==> src/design/mmd_pkg.sv <==
package mmd_pkg;

   // Register map of the plain register port
   localparam logic [15:0] PAGE_REG_ADDR = 16'h001E;
   localparam logic [15:0] MODE_REG_ADDR = 16'h001D;

   // Reset values
   localparam logic [6:0] PAGE_RESET = 7'h00;
   localparam logic [8:0] VEC_PTR_RESET = 9'h1FF;

   // Mode register bit positions
   localparam int VEC_PTR_LSB = 7;
   localparam int BOOT_BIT = 6;
   localparam int RAM_OVERLAY_BIT_BIT = 5;
   localparam int ADDRESS_VISIBILITY_BIT_BIT = 4;
   localparam int RDATA_BIT = 3;
   localparam int CLOCK_OUTPUT_OFF_BIT_BIT = 2;
   localparam int MULTIPLY_SATURATE_BIT_BIT = 1;
   localparam int SST_BIT = 0;

   // Decode boundaries
   localparam logic [15:0] ROM_BASE = 16'hC000;
   localparam logic [15:0] DATA_PAGE0_TOP = 16'h007F;
   localparam logic [15:0] DUAL_ACCESS_RAM_LO_TOP = 16'h7FFF;
   localparam logic [15:0] HOST_RD_LO = 16'h4000;
   localparam logic [15:0] HOST_RD_HI = 16'h5FFF;
   localparam logic [15:0] BOOT_VECTOR = 16'hFF80;
   localparam logic [15:0] ROM_LOCKED_DATA = 16'hFFFF;
   localparam logic [6:0] PAGE_DUAL_ACCESS_RAM_HI = 7'h01;
   localparam logic [6:0] PAGE_SINGLE_ACCESS_RAM_A = 7'h02;
   localparam logic [6:0] PAGE_SINGLE_ACCESS_RAM_B = 7'h03;

   // Security option selection
   typedef enum logic [1:0] {
      MMD_SEC_NONE,
      MMD_SEC_RAMROM,
      MMD_SEC_ROMONLY
   } mmd_sec_e;

   // Memory target of one access
   typedef enum logic [2:0] {
      MMD_TGT_EXT,
      MMD_TGT_ROM,
      MMD_TGT_DUAL_ACCESS_RAM,
      MMD_TGT_SINGLE_ACCESS_RAM,
      MMD_TGT_MMR
   } mmd_tgt_e;

   // Decoded access: target and block number
   typedef struct packed {
      mmd_tgt_e tgt;
      logic [2:0] blk;
   } mmd_dec_s;

endpackage : mmd_pkg

==> src/design/mmd_decoder.sv <==
`timescale 1ns/1ns
`default_nettype none

// Behaviour
// - 128 pages of 64K via 23 lines
// - Page register read/write at 001Eh
// - Reset clears page register
// - ROM decodes in program space only
// - Boot low at reset starts FF80h
// - Dual RAM: two accesses per cycle
// - Low dual RAM data, program when overlay
// - High dual RAM program, data when set
// - Single RAM pages 2/3, parallel blocks
// - Secure: non-ROM code reads ROM FFFFh
// - Secure: emulation off, boundary scan kept
// - RAM/ROM secure: boot bit reset zero
// - RAM/ROM secure: host reads 4000h-5FFFh
// - ROM-only: host free, boot follows pin
// - Vector slots four words, PC loaded
// - Vectors at page of pointer field
// - Reset sets pointer all ones
// - Mode register layout, pointer reset 1FF
// - Overlay never maps data page 0
// - Off-chip data addresses go external
// - Boot bit one hides ROM
module mmd_decoder
   import mmd_pkg::*;
(
   input wire logic MCLK_IN,
   input wire logic SRST_IN,
   input wire logic BOOT_PIN_IN,
   input wire mmd_sec_e SEC_MODE_IN,
   input wire logic [15:0] REG_ADDR_IN,
   input wire logic [15:0] REG_WDATA_IN,
   input wire logic REG_WR_IN,
   input wire logic REG_RD_IN,
   output logic [15:0] REG_RDATA_OUT,
   input wire logic [15:0] PADDR_IN,
   input wire logic FETCH_FROM_ROM_IN,
   input wire logic [15:0] DADDR_A_IN,
   input wire logic [15:0] DADDR_B_IN,
   input wire logic DWR_B_IN,
   input wire logic [4:0] VEC_NUM_IN,
   input wire logic VEC_TAKE_IN,
   input wire logic [15:0] HOST_ADDR_IN,
   input wire logic HOST_RD_IN,
   output mmd_dec_s PDEC_OUT,
   output logic [22:0] PADDR_EXT_OUT,
   output mmd_dec_s DDEC_A_OUT,
   output mmd_dec_s DDEC_B_OUT,
   output logic DUAL_CONFLICT_OUT,
   output logic ROM_READ_LOCK_OUT,
   output logic [15:0] LOCKED_DATA_OUT,
   output logic [15:0] PC_LOAD_OUT,
   output logic PC_LOAD_VALID_OUT,
   output logic EMU_ENABLE_OUT,
   output logic BSCAN_ENABLE_OUT,
   output logic HOST_RD_OK_OUT,
   output logic [6:0] MODE_BITS_OUT
);

   logic [6:0] page_q;
   logic [8:0] vptr_q;
   logic [6:0] mbits_q;
   logic boot_s1_q;
   logic boot_s2_q;
   logic rst_seen_q;
   logic [15:0] mode_word;
   logic sec_on;
   logic [22:0] pext;
   mmd_dec_s pdec;
   mmd_dec_s ddec_a;
   mmd_dec_s ddec_b;

   // Two-stage synchroniser for the boot mode pin
   always_ff @(posedge MCLK_IN) begin
      boot_s1_q <= BOOT_PIN_IN;
      boot_s2_q <= boot_s1_q;
   end

   assign sec_on = (SEC_MODE_IN != MMD_SEC_NONE);
   assign mode_word = {vptr_q, mbits_q};

   // Page register: reset clears, software writes
   always_ff @(posedge MCLK_IN) begin
      if (SRST_IN) begin
         page_q <= PAGE_RESET;
      end else if (REG_WR_IN && REG_ADDR_IN == PAGE_REG_ADDR) begin
         page_q <= REG_WDATA_IN[6:0];
      end
   end

   // Vector pointer field of the mode register
   always_ff @(posedge MCLK_IN) begin
      if (SRST_IN) begin
         vptr_q <= VEC_PTR_RESET;
      end else if (REG_WR_IN && REG_ADDR_IN == MODE_REG_ADDR) begin
         vptr_q <= REG_WDATA_IN[15:VEC_PTR_LSB];
      end
   end

   // Low mode bits; boot bit is captured on the cycle after reset release
   always_ff @(posedge MCLK_IN) begin
      if (SRST_IN) begin
         mbits_q <= 7'h00;
         rst_seen_q <= 1'b1;
      end else begin
         rst_seen_q <= 1'b0;
         if (REG_WR_IN && REG_ADDR_IN == MODE_REG_ADDR) begin
            mbits_q <= REG_WDATA_IN[6:0];
         end else if (rst_seen_q) begin
            mbits_q[BOOT_BIT] <= (SEC_MODE_IN == MMD_SEC_RAMROM) ? 1'b0 : boot_s2_q;
         end
      end
   end

   // Register read port, data one cycle after the strobe
   always_ff @(posedge MCLK_IN) begin
      if (SRST_IN) begin
         REG_RDATA_OUT <= 16'h0000;
      end else if (REG_RD_IN && REG_ADDR_IN == PAGE_REG_ADDR) begin
         REG_RDATA_OUT <= {9'h000, page_q};
      end else if (REG_RD_IN && REG_ADDR_IN == MODE_REG_ADDR) begin
         REG_RDATA_OUT <= mode_word;
      end else begin
         REG_RDATA_OUT <= 16'h0000;
      end
   end

   // Extended program address: page above in-page offset
   assign pext = {page_q, PADDR_IN};

   // Program space decode
   always_comb begin
      pdec.tgt = MMD_TGT_EXT;
      pdec.blk = pext[15:13];
      if (pext[22:16] == PAGE_DUAL_ACCESS_RAM_HI && pext[15]) begin
         pdec.tgt = MMD_TGT_DUAL_ACCESS_RAM;
      end else if ((pext[22:16] == PAGE_SINGLE_ACCESS_RAM_A || pext[22:16] == PAGE_SINGLE_ACCESS_RAM_B) && pext[15]) begin
         pdec.tgt = MMD_TGT_SINGLE_ACCESS_RAM;
         pdec.blk = {pext[16], pext[14:13]};
      end else if (pext[15:0] >= ROM_BASE && !mbits_q[BOOT_BIT]) begin
         pdec.tgt = MMD_TGT_ROM;
         pdec.blk = 3'h0;
      end else if (mbits_q[RAM_OVERLAY_BIT_BIT] && !pext[15] && pext[15:0] > DATA_PAGE0_TOP) begin
         pdec.tgt = MMD_TGT_DUAL_ACCESS_RAM;
      end
   end

   // Data space decode, ROM never reachable here
   function automatic mmd_dec_s dec_data(input logic [15:0] a, input logic ram_to_data_bit);
      mmd_dec_s r;
      r.tgt = MMD_TGT_EXT;
      r.blk = a[15:13];
      if (a <= DATA_PAGE0_TOP) begin
         r.tgt = MMD_TGT_MMR;
      end else if (a <= DUAL_ACCESS_RAM_LO_TOP) begin
         r.tgt = MMD_TGT_DUAL_ACCESS_RAM;
      end else if (ram_to_data_bit) begin
         r.tgt = MMD_TGT_DUAL_ACCESS_RAM;
      end
      return r;
   endfunction : dec_data

   assign ddec_a = dec_data(DADDR_A_IN, mbits_q[RDATA_BIT]);
   assign ddec_b = dec_data(DADDR_B_IN, mbits_q[RDATA_BIT]);

   // Registered decode results
   always_ff @(posedge MCLK_IN) begin
      if (SRST_IN) begin
         PDEC_OUT <= '{MMD_TGT_EXT, 3'h0};
         DDEC_A_OUT <= '{MMD_TGT_EXT, 3'h0};
         DDEC_B_OUT <= '{MMD_TGT_EXT, 3'h0};
         PADDR_EXT_OUT <= 23'h000000;
         DUAL_CONFLICT_OUT <= 1'b0;
      end else begin
         PDEC_OUT <= pdec;
         DDEC_A_OUT <= ddec_a;
         DDEC_B_OUT <= ddec_b;
         PADDR_EXT_OUT <= pext;
         // Dual RAM takes two reads or read plus write, so only a third access to one block clashes
         // Single RAM blocks take one access each, so program and data must use distinct blocks
         DUAL_CONFLICT_OUT <= (pdec.tgt == MMD_TGT_SINGLE_ACCESS_RAM && ddec_a.tgt == MMD_TGT_SINGLE_ACCESS_RAM
                               && pdec.blk == ddec_a.blk)
                              || (pdec.tgt == MMD_TGT_DUAL_ACCESS_RAM && ddec_a.tgt == MMD_TGT_DUAL_ACCESS_RAM
                                  && ddec_b.tgt == MMD_TGT_DUAL_ACCESS_RAM && pdec.blk == ddec_a.blk
                                  && pdec.blk == ddec_b.blk);
      end
   end

   // Security: ROM data read lockout, emulation gate, host read window
   always_ff @(posedge MCLK_IN) begin
      if (SRST_IN) begin
         ROM_READ_LOCK_OUT <= 1'b0;
         LOCKED_DATA_OUT <= 16'h0000;
         EMU_ENABLE_OUT <= 1'b0;
         BSCAN_ENABLE_OUT <= 1'b1;
         HOST_RD_OK_OUT <= 1'b0;
      end else begin
         ROM_READ_LOCK_OUT <= sec_on && !FETCH_FROM_ROM_IN && pdec.tgt == MMD_TGT_ROM;
         LOCKED_DATA_OUT <= ROM_LOCKED_DATA;
         EMU_ENABLE_OUT <= !sec_on;
         BSCAN_ENABLE_OUT <= 1'b1;
         if (SEC_MODE_IN == MMD_SEC_RAMROM) begin
            HOST_RD_OK_OUT <= HOST_RD_IN && HOST_ADDR_IN >= HOST_RD_LO && HOST_ADDR_IN <= HOST_RD_HI;
         end else begin
            HOST_RD_OK_OUT <= HOST_RD_IN;
         end
      end
   end

   // Vector fetch: reset goes to FF80h, others to pointer page plus 4-word slot
   always_ff @(posedge MCLK_IN) begin
      if (SRST_IN) begin
         PC_LOAD_OUT <= BOOT_VECTOR;
         PC_LOAD_VALID_OUT <= 1'b1;
      end else if (VEC_TAKE_IN) begin
         PC_LOAD_OUT <= {vptr_q, VEC_NUM_IN, 2'b00};
         PC_LOAD_VALID_OUT <= 1'b1;
      end else begin
         PC_LOAD_VALID_OUT <= 1'b0;
      end
   end

   // Mode bits visible to the core
   always_ff @(posedge MCLK_IN) begin
      if (SRST_IN) begin
         MODE_BITS_OUT <= 7'h00;
      end else begin
         MODE_BITS_OUT <= mbits_q;
      end
   end

   // Assertions
   property p_page_reset;
      @(posedge MCLK_IN) SRST_IN |=> page_q == PAGE_RESET;
   endproperty
   a_page_reset: assert property (p_page_reset) else $error("page not cleared");

   property p_ptr_reset;
      @(posedge MCLK_IN) SRST_IN |=> vptr_q == VEC_PTR_RESET;
   endproperty
   a_ptr_reset: assert property (p_ptr_reset) else $error("pointer not all ones");

   property p_page_rd;
      @(posedge MCLK_IN) disable iff (SRST_IN)
         REG_RD_IN && REG_ADDR_IN == PAGE_REG_ADDR |=> REG_RDATA_OUT == {9'h000, $past(page_q)};
   endproperty
   a_page_rd: assert property (p_page_rd) else $error("page read wrong");

   property p_rom_prog;
      @(posedge MCLK_IN) disable iff (SRST_IN)
         ddec_a.tgt != MMD_TGT_ROM && ddec_b.tgt != MMD_TGT_ROM;
   endproperty
   a_rom_prog: assert property (p_rom_prog) else $error("ROM in data space");

   property p_lock;
      @(posedge MCLK_IN) disable iff (SRST_IN)
         sec_on && !FETCH_FROM_ROM_IN && pdec.tgt == MMD_TGT_ROM |=> ROM_READ_LOCK_OUT;
   endproperty
   a_lock: assert property (p_lock) else $error("ROM read not locked");

   property p_emu;
      @(posedge MCLK_IN) disable iff (SRST_IN) sec_on |=> !EMU_ENABLE_OUT && BSCAN_ENABLE_OUT;
   endproperty
   a_emu: assert property (p_emu) else $error("emulation left on");

   property p_boot_sec;
      @(posedge MCLK_IN) $fell(SRST_IN) && SEC_MODE_IN == MMD_SEC_RAMROM && !REG_WR_IN
         |=> !mbits_q[BOOT_BIT];
   endproperty
   a_boot_sec: assert property (p_boot_sec) else $error("boot bit not forced");

   property p_host;
      @(posedge MCLK_IN) disable iff (SRST_IN)
         SEC_MODE_IN == MMD_SEC_RAMROM && HOST_ADDR_IN < HOST_RD_LO |=> !HOST_RD_OK_OUT;
   endproperty
   a_host: assert property (p_host) else $error("host read outside window");

   property p_vec;
      @(posedge MCLK_IN) disable iff (SRST_IN)
         VEC_TAKE_IN |=> PC_LOAD_OUT[1:0] == 2'b00 && PC_LOAD_OUT[15:7] == $past(vptr_q);
   endproperty
   a_vec: assert property (p_vec) else $error("vector address wrong");

   property p_page0;
      @(posedge MCLK_IN) disable iff (SRST_IN)
         pext[15:0] <= DATA_PAGE0_TOP |-> pdec.tgt != MMD_TGT_DUAL_ACCESS_RAM;
   endproperty
   a_page0: assert property (p_page0) else $error("page 0 in program space");

   // Further checks on the register port, reset capture, decode, vector load and host window
   property p_rdata_idle;
      @(posedge MCLK_IN) disable iff (SRST_IN) !REG_RD_IN |=> REG_RDATA_OUT == 16'h0000;
   endproperty
   a_rdata_idle: assert property (p_rdata_idle) else $error("read data left standing");

   property p_mode_rd;
      @(posedge MCLK_IN) disable iff (SRST_IN)
         REG_RD_IN && REG_ADDR_IN == MODE_REG_ADDR |=> REG_RDATA_OUT == {$past(vptr_q), $past(mbits_q)};
   endproperty
   a_mode_rd: assert property (p_mode_rd) else $error("mode read wrong");

   property p_ptr_wr;
      @(posedge MCLK_IN) disable iff (SRST_IN)
         REG_WR_IN && REG_ADDR_IN == MODE_REG_ADDR |=> vptr_q == $past(REG_WDATA_IN[15:VEC_PTR_LSB]);
   endproperty
   a_ptr_wr: assert property (p_ptr_wr) else $error("pointer not loaded");

   property p_boot_pin;
      @(posedge MCLK_IN) $fell(SRST_IN) && SEC_MODE_IN != MMD_SEC_RAMROM && !REG_WR_IN
         |=> mbits_q[BOOT_BIT] == $past(boot_s2_q);
   endproperty
   a_boot_pin: assert property (p_boot_pin) else $error("boot bit not from pin");

   property p_vec_idle;
      @(posedge MCLK_IN) disable iff (SRST_IN) !VEC_TAKE_IN |=> !PC_LOAD_VALID_OUT;
   endproperty
   a_vec_idle: assert property (p_vec_idle) else $error("vector load without request");

   property p_ram_to_data_bit_off;
      @(posedge MCLK_IN) disable iff (SRST_IN)
         !mbits_q[RDATA_BIT] && DADDR_A_IN[15] |-> ddec_a.tgt == MMD_TGT_EXT;
   endproperty
   a_ram_to_data_bit_off: assert property (p_ram_to_data_bit_off) else $error("upper data not external");

   property p_host_hi;
      @(posedge MCLK_IN) disable iff (SRST_IN)
         SEC_MODE_IN == MMD_SEC_RAMROM && HOST_ADDR_IN > HOST_RD_HI |=> !HOST_RD_OK_OUT;
   endproperty
   a_host_hi: assert property (p_host_hi) else $error("host read above window");

   // Main scenarios
   c_overlay: cover property (@(posedge MCLK_IN) pdec.tgt == MMD_TGT_DUAL_ACCESS_RAM && !pext[16]);
   c_single_access_ram: cover property (@(posedge MCLK_IN) pdec.tgt == MMD_TGT_SINGLE_ACCESS_RAM);
   c_lock: cover property (@(posedge MCLK_IN) ROM_READ_LOCK_OUT);
   c_vec: cover property (@(posedge MCLK_IN) VEC_TAKE_IN);
   c_rd_wr: cover property (@(posedge MCLK_IN) ddec_a.tgt == MMD_TGT_DUAL_ACCESS_RAM && ddec_b.tgt == MMD_TGT_DUAL_ACCESS_RAM
                            && ddec_a.blk == ddec_b.blk && DWR_B_IN);

endmodule : mmd_decoder

`default_nettype wire

==> config.mk <==
export PLATFORM = sky130hd
export DESIGN_NAME = mmd_decoder
export DESIGN_NICKNAME = d
export VERILOG_FILES = /design/src/design/mmd_pkg.sv /design/src/design/mmd_decoder.sv
export SDC_FILE = /design/constraint.sdc
export NUM_CORES = 1
export LEC_CHECK = 0
export ABC_AREA = 1
export BUFFER_PORTS_ARGS = -buffer_cell sky130_fd_sc_hd__buf_2
export CORE_MARGIN = 1
export CORE_UTILIZATION = 44
export CTS_CLUSTER_DIAMETER = 60
export DETAILED_ROUTE_END_ITERATION = 8
export GPL_TIMING_DRIVEN = 0
export PLACE_DENSITY = 0.8
export SETUP_SLACK_MARGIN = 0.5
export SYNTH_ARGS = -nofsm -noshare
export SYNTH_HDL_FRONTEND = slang
export SYNTH_SLANG_ARGS = --single-unit
==> constraint.sdc <==
create_clock -name MCLK_IN -period 1.4 [get_ports MCLK_IN]
set_input_delay 0.28 -clock MCLK_IN [delete_from_list [all_inputs] [get_ports MCLK_IN]]
set_output_delay 0.28 -clock MCLK_IN [all_outputs]
set_load 0.05 [all_outputs]
; ---- After elaboration in Yosys (flattened, before gate mapping)
; Index checks and enable logic that the tools add are counted.
[word_totals]
out_inout_bits = 102
ff_bits = 125
[op_classes]
mux = 20
order_cmp = 8
reduce_logical = 28
bitwise_logic = 1
n_eq_ne = 14
[op_table]
columns = op, n
row1 = 16-bit by 15-bit <= comparator with 1-bit output (second input constant), 3
row2 = 16-bit by 5-bit == test with 1-bit output (second input constant), 2
row3 = 16-bit by 7-bit <= comparator with 1-bit output (second input constant), 2
row4 = 3-bit two-way mux, 7
row5 = 1-bit logical AND, 19
row6 = 16-bit by 15-bit >= comparator with 1-bit output (second input constant), 1
row7 = 16-bit >= comparator (second input constant), 1
row8 = 16-bit by 7-bit > comparator with 1-bit output (second input constant), 1
row9 = 16-bit two-way mux, 1
row10 = 3-bit by 2-bit == test with 1-bit output (second input constant), 5
row11 = 7-bit by 2-bit == test with 1-bit output (second input constant), 2
row12 = 7-bit two-way mux, 2
row13 = 7-bit by 1-bit == test with 1-bit output (second input constant), 1
row14 = 3-bit == test, 2
row15 = 1-bit two-way mux, 6
row16 = 2-bit two-way mux, 3
row17 = 6-bit two-way mux, 1
row18 = 1-bit zero test, 4
row19 = 2-bit nonzero test, 2
row20 = 3-bit by 1-bit == test with 1-bit output (second input constant), 1
row21 = 3-bit OR reduction, 1
row22 = 2-bit by 1-bit == test with 1-bit output (second input constant), 1
row23 = 1-bit logical OR, 2
row24 = 1-bit inverter, 1

; ---- Logic depth before layout (Yosys ltp)
[depth]
word_depth = 13
ltp_mapped = 11

; ---- Least setup slack after synthesis
; OpenSTA, ideal clock, no wires.
[synth_timing]
path_kind = register to output
start = register, netlist name LOCKED_DATA_OUT[14]
end = output port LOCKED_DATA_OUT[10]
stages_incl_launch_ff = 2
arrival_ns = 1.159
path_slack_ns = -0.039
cell_sequence = dfxtp_1 > buf_4
[synth_rtl]
columns = item, line_no
row1 = "end, declared", mmd_decoder.sv:53  ; output logic [15:0] LOCKED_DATA_OUT,

; ---- Worst setup path in the final report
[layout_timing]
start = register LOCKED_DATA_OUT[14]
end = output port LOCKED_DATA_OUT[14]
[layout_rtl]
columns = item, line_no
row1 = "start signal, assigned", mmd_decoder.sv:195  ; LOCKED_DATA_OUT <= 16'h0000;
row2 = "start signal, assigned", mmd_decoder.sv:201  ; LOCKED_DATA_OUT <= ROM_LOCKED_DATA;
; No word-level cell between the ends.

==> run metrics <==
Data required, critical path=1.12 ns; outcome=finished with violations; Util after Layout=86.05%; RD Place Congestion=0.8524; Clock Sinks=107; Leak=0.003367 uW; Reg area=2256 um^2; most common cell after layout, fill and taps aside=buf_8; max-cap check violation count=0; Via density=5.190; Mapped Cells=465; Slowest cell on crit path=dfxtp_4; CP Class=reg -> out; post-synth top area cell=dfxtp_1; crit-path max FO=6; Final Cycle Share=105.7%; core area=8299 um^2; Worst setup EP type=output pin; Die W=95.19 um; global-route usage over all layers=28.12%; CTS buffer count=9; final number of hold-violating endpoints=0; Yosys warnings=0; Detail Route Antenna Nets=0; commonest cells after routing, fill and taps aside=109 x buf_8, 85 x dfxtp_2, 81 x buf_2; CP peak stage delay=0.39 ns; layout cells sized above 1=63.74%; crit path DAT=1.20 ns; skew final=0.02467 ns; Via Count=4,162; Fin Setup TNS=-0.9288 ns; CP Launch Type=flip-flop; Post-synth EDFFs=0; peak supply drop=0.0005231 V; Most Crowded Layer GR=met2; sequential share of the synthesized area=56.06%; Initial DRC Count=274; Post-DP Area=5022 um^2; delay-heaviest family, CP=buffers and inverters; Initial Util=46.04%; largest cells by area after synthesis=dfxtp_1 56%, nor2_1 9.3%, nand2_1 6.7%; DRC=0; nets@finish=802; largest net degree at the start of global routing=21; clk slew on worst S/H paths=0.11 ns; overall power=6402 uW; Layout Cell Area excl Fill=7142 um^2; clk root buf=clkbuf_8; grt met2 use=51.96%; filler instances=357; failing checks=negative setup slack; ys flop type=dfxtp_1; Hold WS=0.01068 ns; DP Wirelength=7207 um; Finish-stage setup viols=15; Worst Path Buf+Inv=3; asr flop ratio synth=0%; I/O Pins=214; FP Rows=33; area of the multi-input gates=1675 um^2; initial antenna violation count=2; first-pass GRT wire length=19,150 um; clock latency on the worst-skew pair=0.40 ns; CP cell instances=clkbuf_16 -> buf_8 -> buf_8; H-tree Lvls=3; crit path time final=1.480 ns; mapped cell area=3821 um^2; Die Span Y=95.19 um; Die ar.=9061 um^2; Post-Route WL=14,860 um; Max Clk Rate=675.8 MHz; Min-Delay Path Class=in -> reg; PwrDens=896.4 nW/um^2; TritonCTS clock tree=done; TritonRoute pass-1 iters=5; Yosys reg bits=107; GRT Residual Overflow=0; Crit path top cell by count=buf_8; RSZ-0062 raised after global routing=true; Syn Area/Cell=8.218 um^2; vias in the first global route=4,043; global routing usage on met3=4.306%; met1 GRT Util=30.46%; Area Overhead vs Synth=86.90%; Slew Viols, Final=0; post-synth top area share=56.06%; Wirelength per Cell=18.52 um; Unique masters post-synth=29; port bufs=179; worst setup margin=-0.07974 ns; Max Root-Sink Buffers=2
-- cell families (layout without fill, tap and decap cells) --
kind of cell | Yosys count | count (layout) | share of synthesized area (%)
and+or+nand+nor | 198 | 198 | 22.43
DFF | 107 | 107 | 56.06
buffers and inverters | 102 | 328 | 12.57
AOI/OAI and AO/OA | 56 | 56 | 8.743
other | 2 | 8 | 0.1965
-- cells in the mapped netlist (2+ instances only) --
library cell and instances:
clkbuf_1 4, nand3_1 15, o22ai_1 2, nand3b_1 2, conb_1 2, buf_2 3, o211ai_1 17, nand4_1 5
nor2_1 95, a21oi_1 14, dfxtp_1 107, buf_4 21, inv_1 65, buf_1 5, buf_6 2, nand2_1 68
o21ai_0 21, nor3_1 6
-- routing by layer --
metal | wire, um | vias to the layer above | part of all wire, %
met5 | 0 | - | 0
met4 | 843 | 0 | 5.7
met3 | 921 | 69 | 6.2
met2 | 7896 | 261 | 53
met1 | 5193 | 1956 | 35
li1 | - | 1876 | -
-- metrics by stage --
stage | cells | setup slack [ns]
floorplan | 469 | 0.1619
global placement | 753 | -0.1627
global route | 802 | -0.1360
finish | 802 | -0.07974
detailed placement | 753 | -0.2254
CTS | 789 | -0.05222
-- flip-flops by register name, summed over array words and instances, names as in the netlist --
name / cells
DDEC_A_OUT: 5
DDEC_B_OUT: 5
DUAL_CONFLICT_OUT: 1
EMU_ENABLE_OUT: 1
HOST_RD_OK_OUT: 1
LOCKED_DATA_OUT: 1
MODE_BITS_OUT: 7
PADDR_EXT_OUT: 23
PC_LOAD_OUT: 14
PC_LOAD_VALID_OUT: 1
PDEC_OUT: 5
REG_RDATA_OUT: 16
ROM_READ_LOCK_OUT: 1
boot_s1_q: 1
boot_s2_q: 1
mbits_q: 7
page_q: 7
rst_seen_q: 1
vptr_q: 9
-- final timing paths --
check | slack (ns) | end | cells past startpoint | startpoint
min reg2reg | 0.36 | boot_s2_q | 0 | boot_s1_q
max reg2reg | -0.04 | DUAL_CONFLICT_OUT | 10 | page_q[3]
min | 0.01 | rst_seen_q | 1 | SRST_IN
max | -0.08 | LOCKED_DATA_OUT[14] | 3 | LOCKED_DATA_OUT[14]
-- timing repair --
item / 4_1_cts / 5_1_grt
pin swaps: 46 / 30
hold buffers: 1 / 0
gates cloned: 3 / 1
buffers inserted: 16 / 10
endpoints found under the setup margin: 143 / 157
hold endpoints to repair: 1 / 0
gates resized for setup: 464 / 74
-- where the power goes --
group / internal, uW / total, uW / switching (uW) / leakage, uW
Combinational: 536 / 1280 / 745 / 0.00236
Sequential: 3130 / 3200 / 64.5 / 0.000903
Clock: 698 / 1920 / 1220 / 0.000100
-- area by class of cell --
class	instances	area share [%]
Timing Repair Buffer	210	31.25
Tap cell	105	1.840
Multi-Input combinational cell	260	23.46
Clock buffer	9	1.734
Buffer	35	5.308
Inverter	67	3.767
Antenna cell	2	0.07008
Clock inverter	7	0.9811
Sequential cell	107	31.59
(Power assumes the default switching activity.)
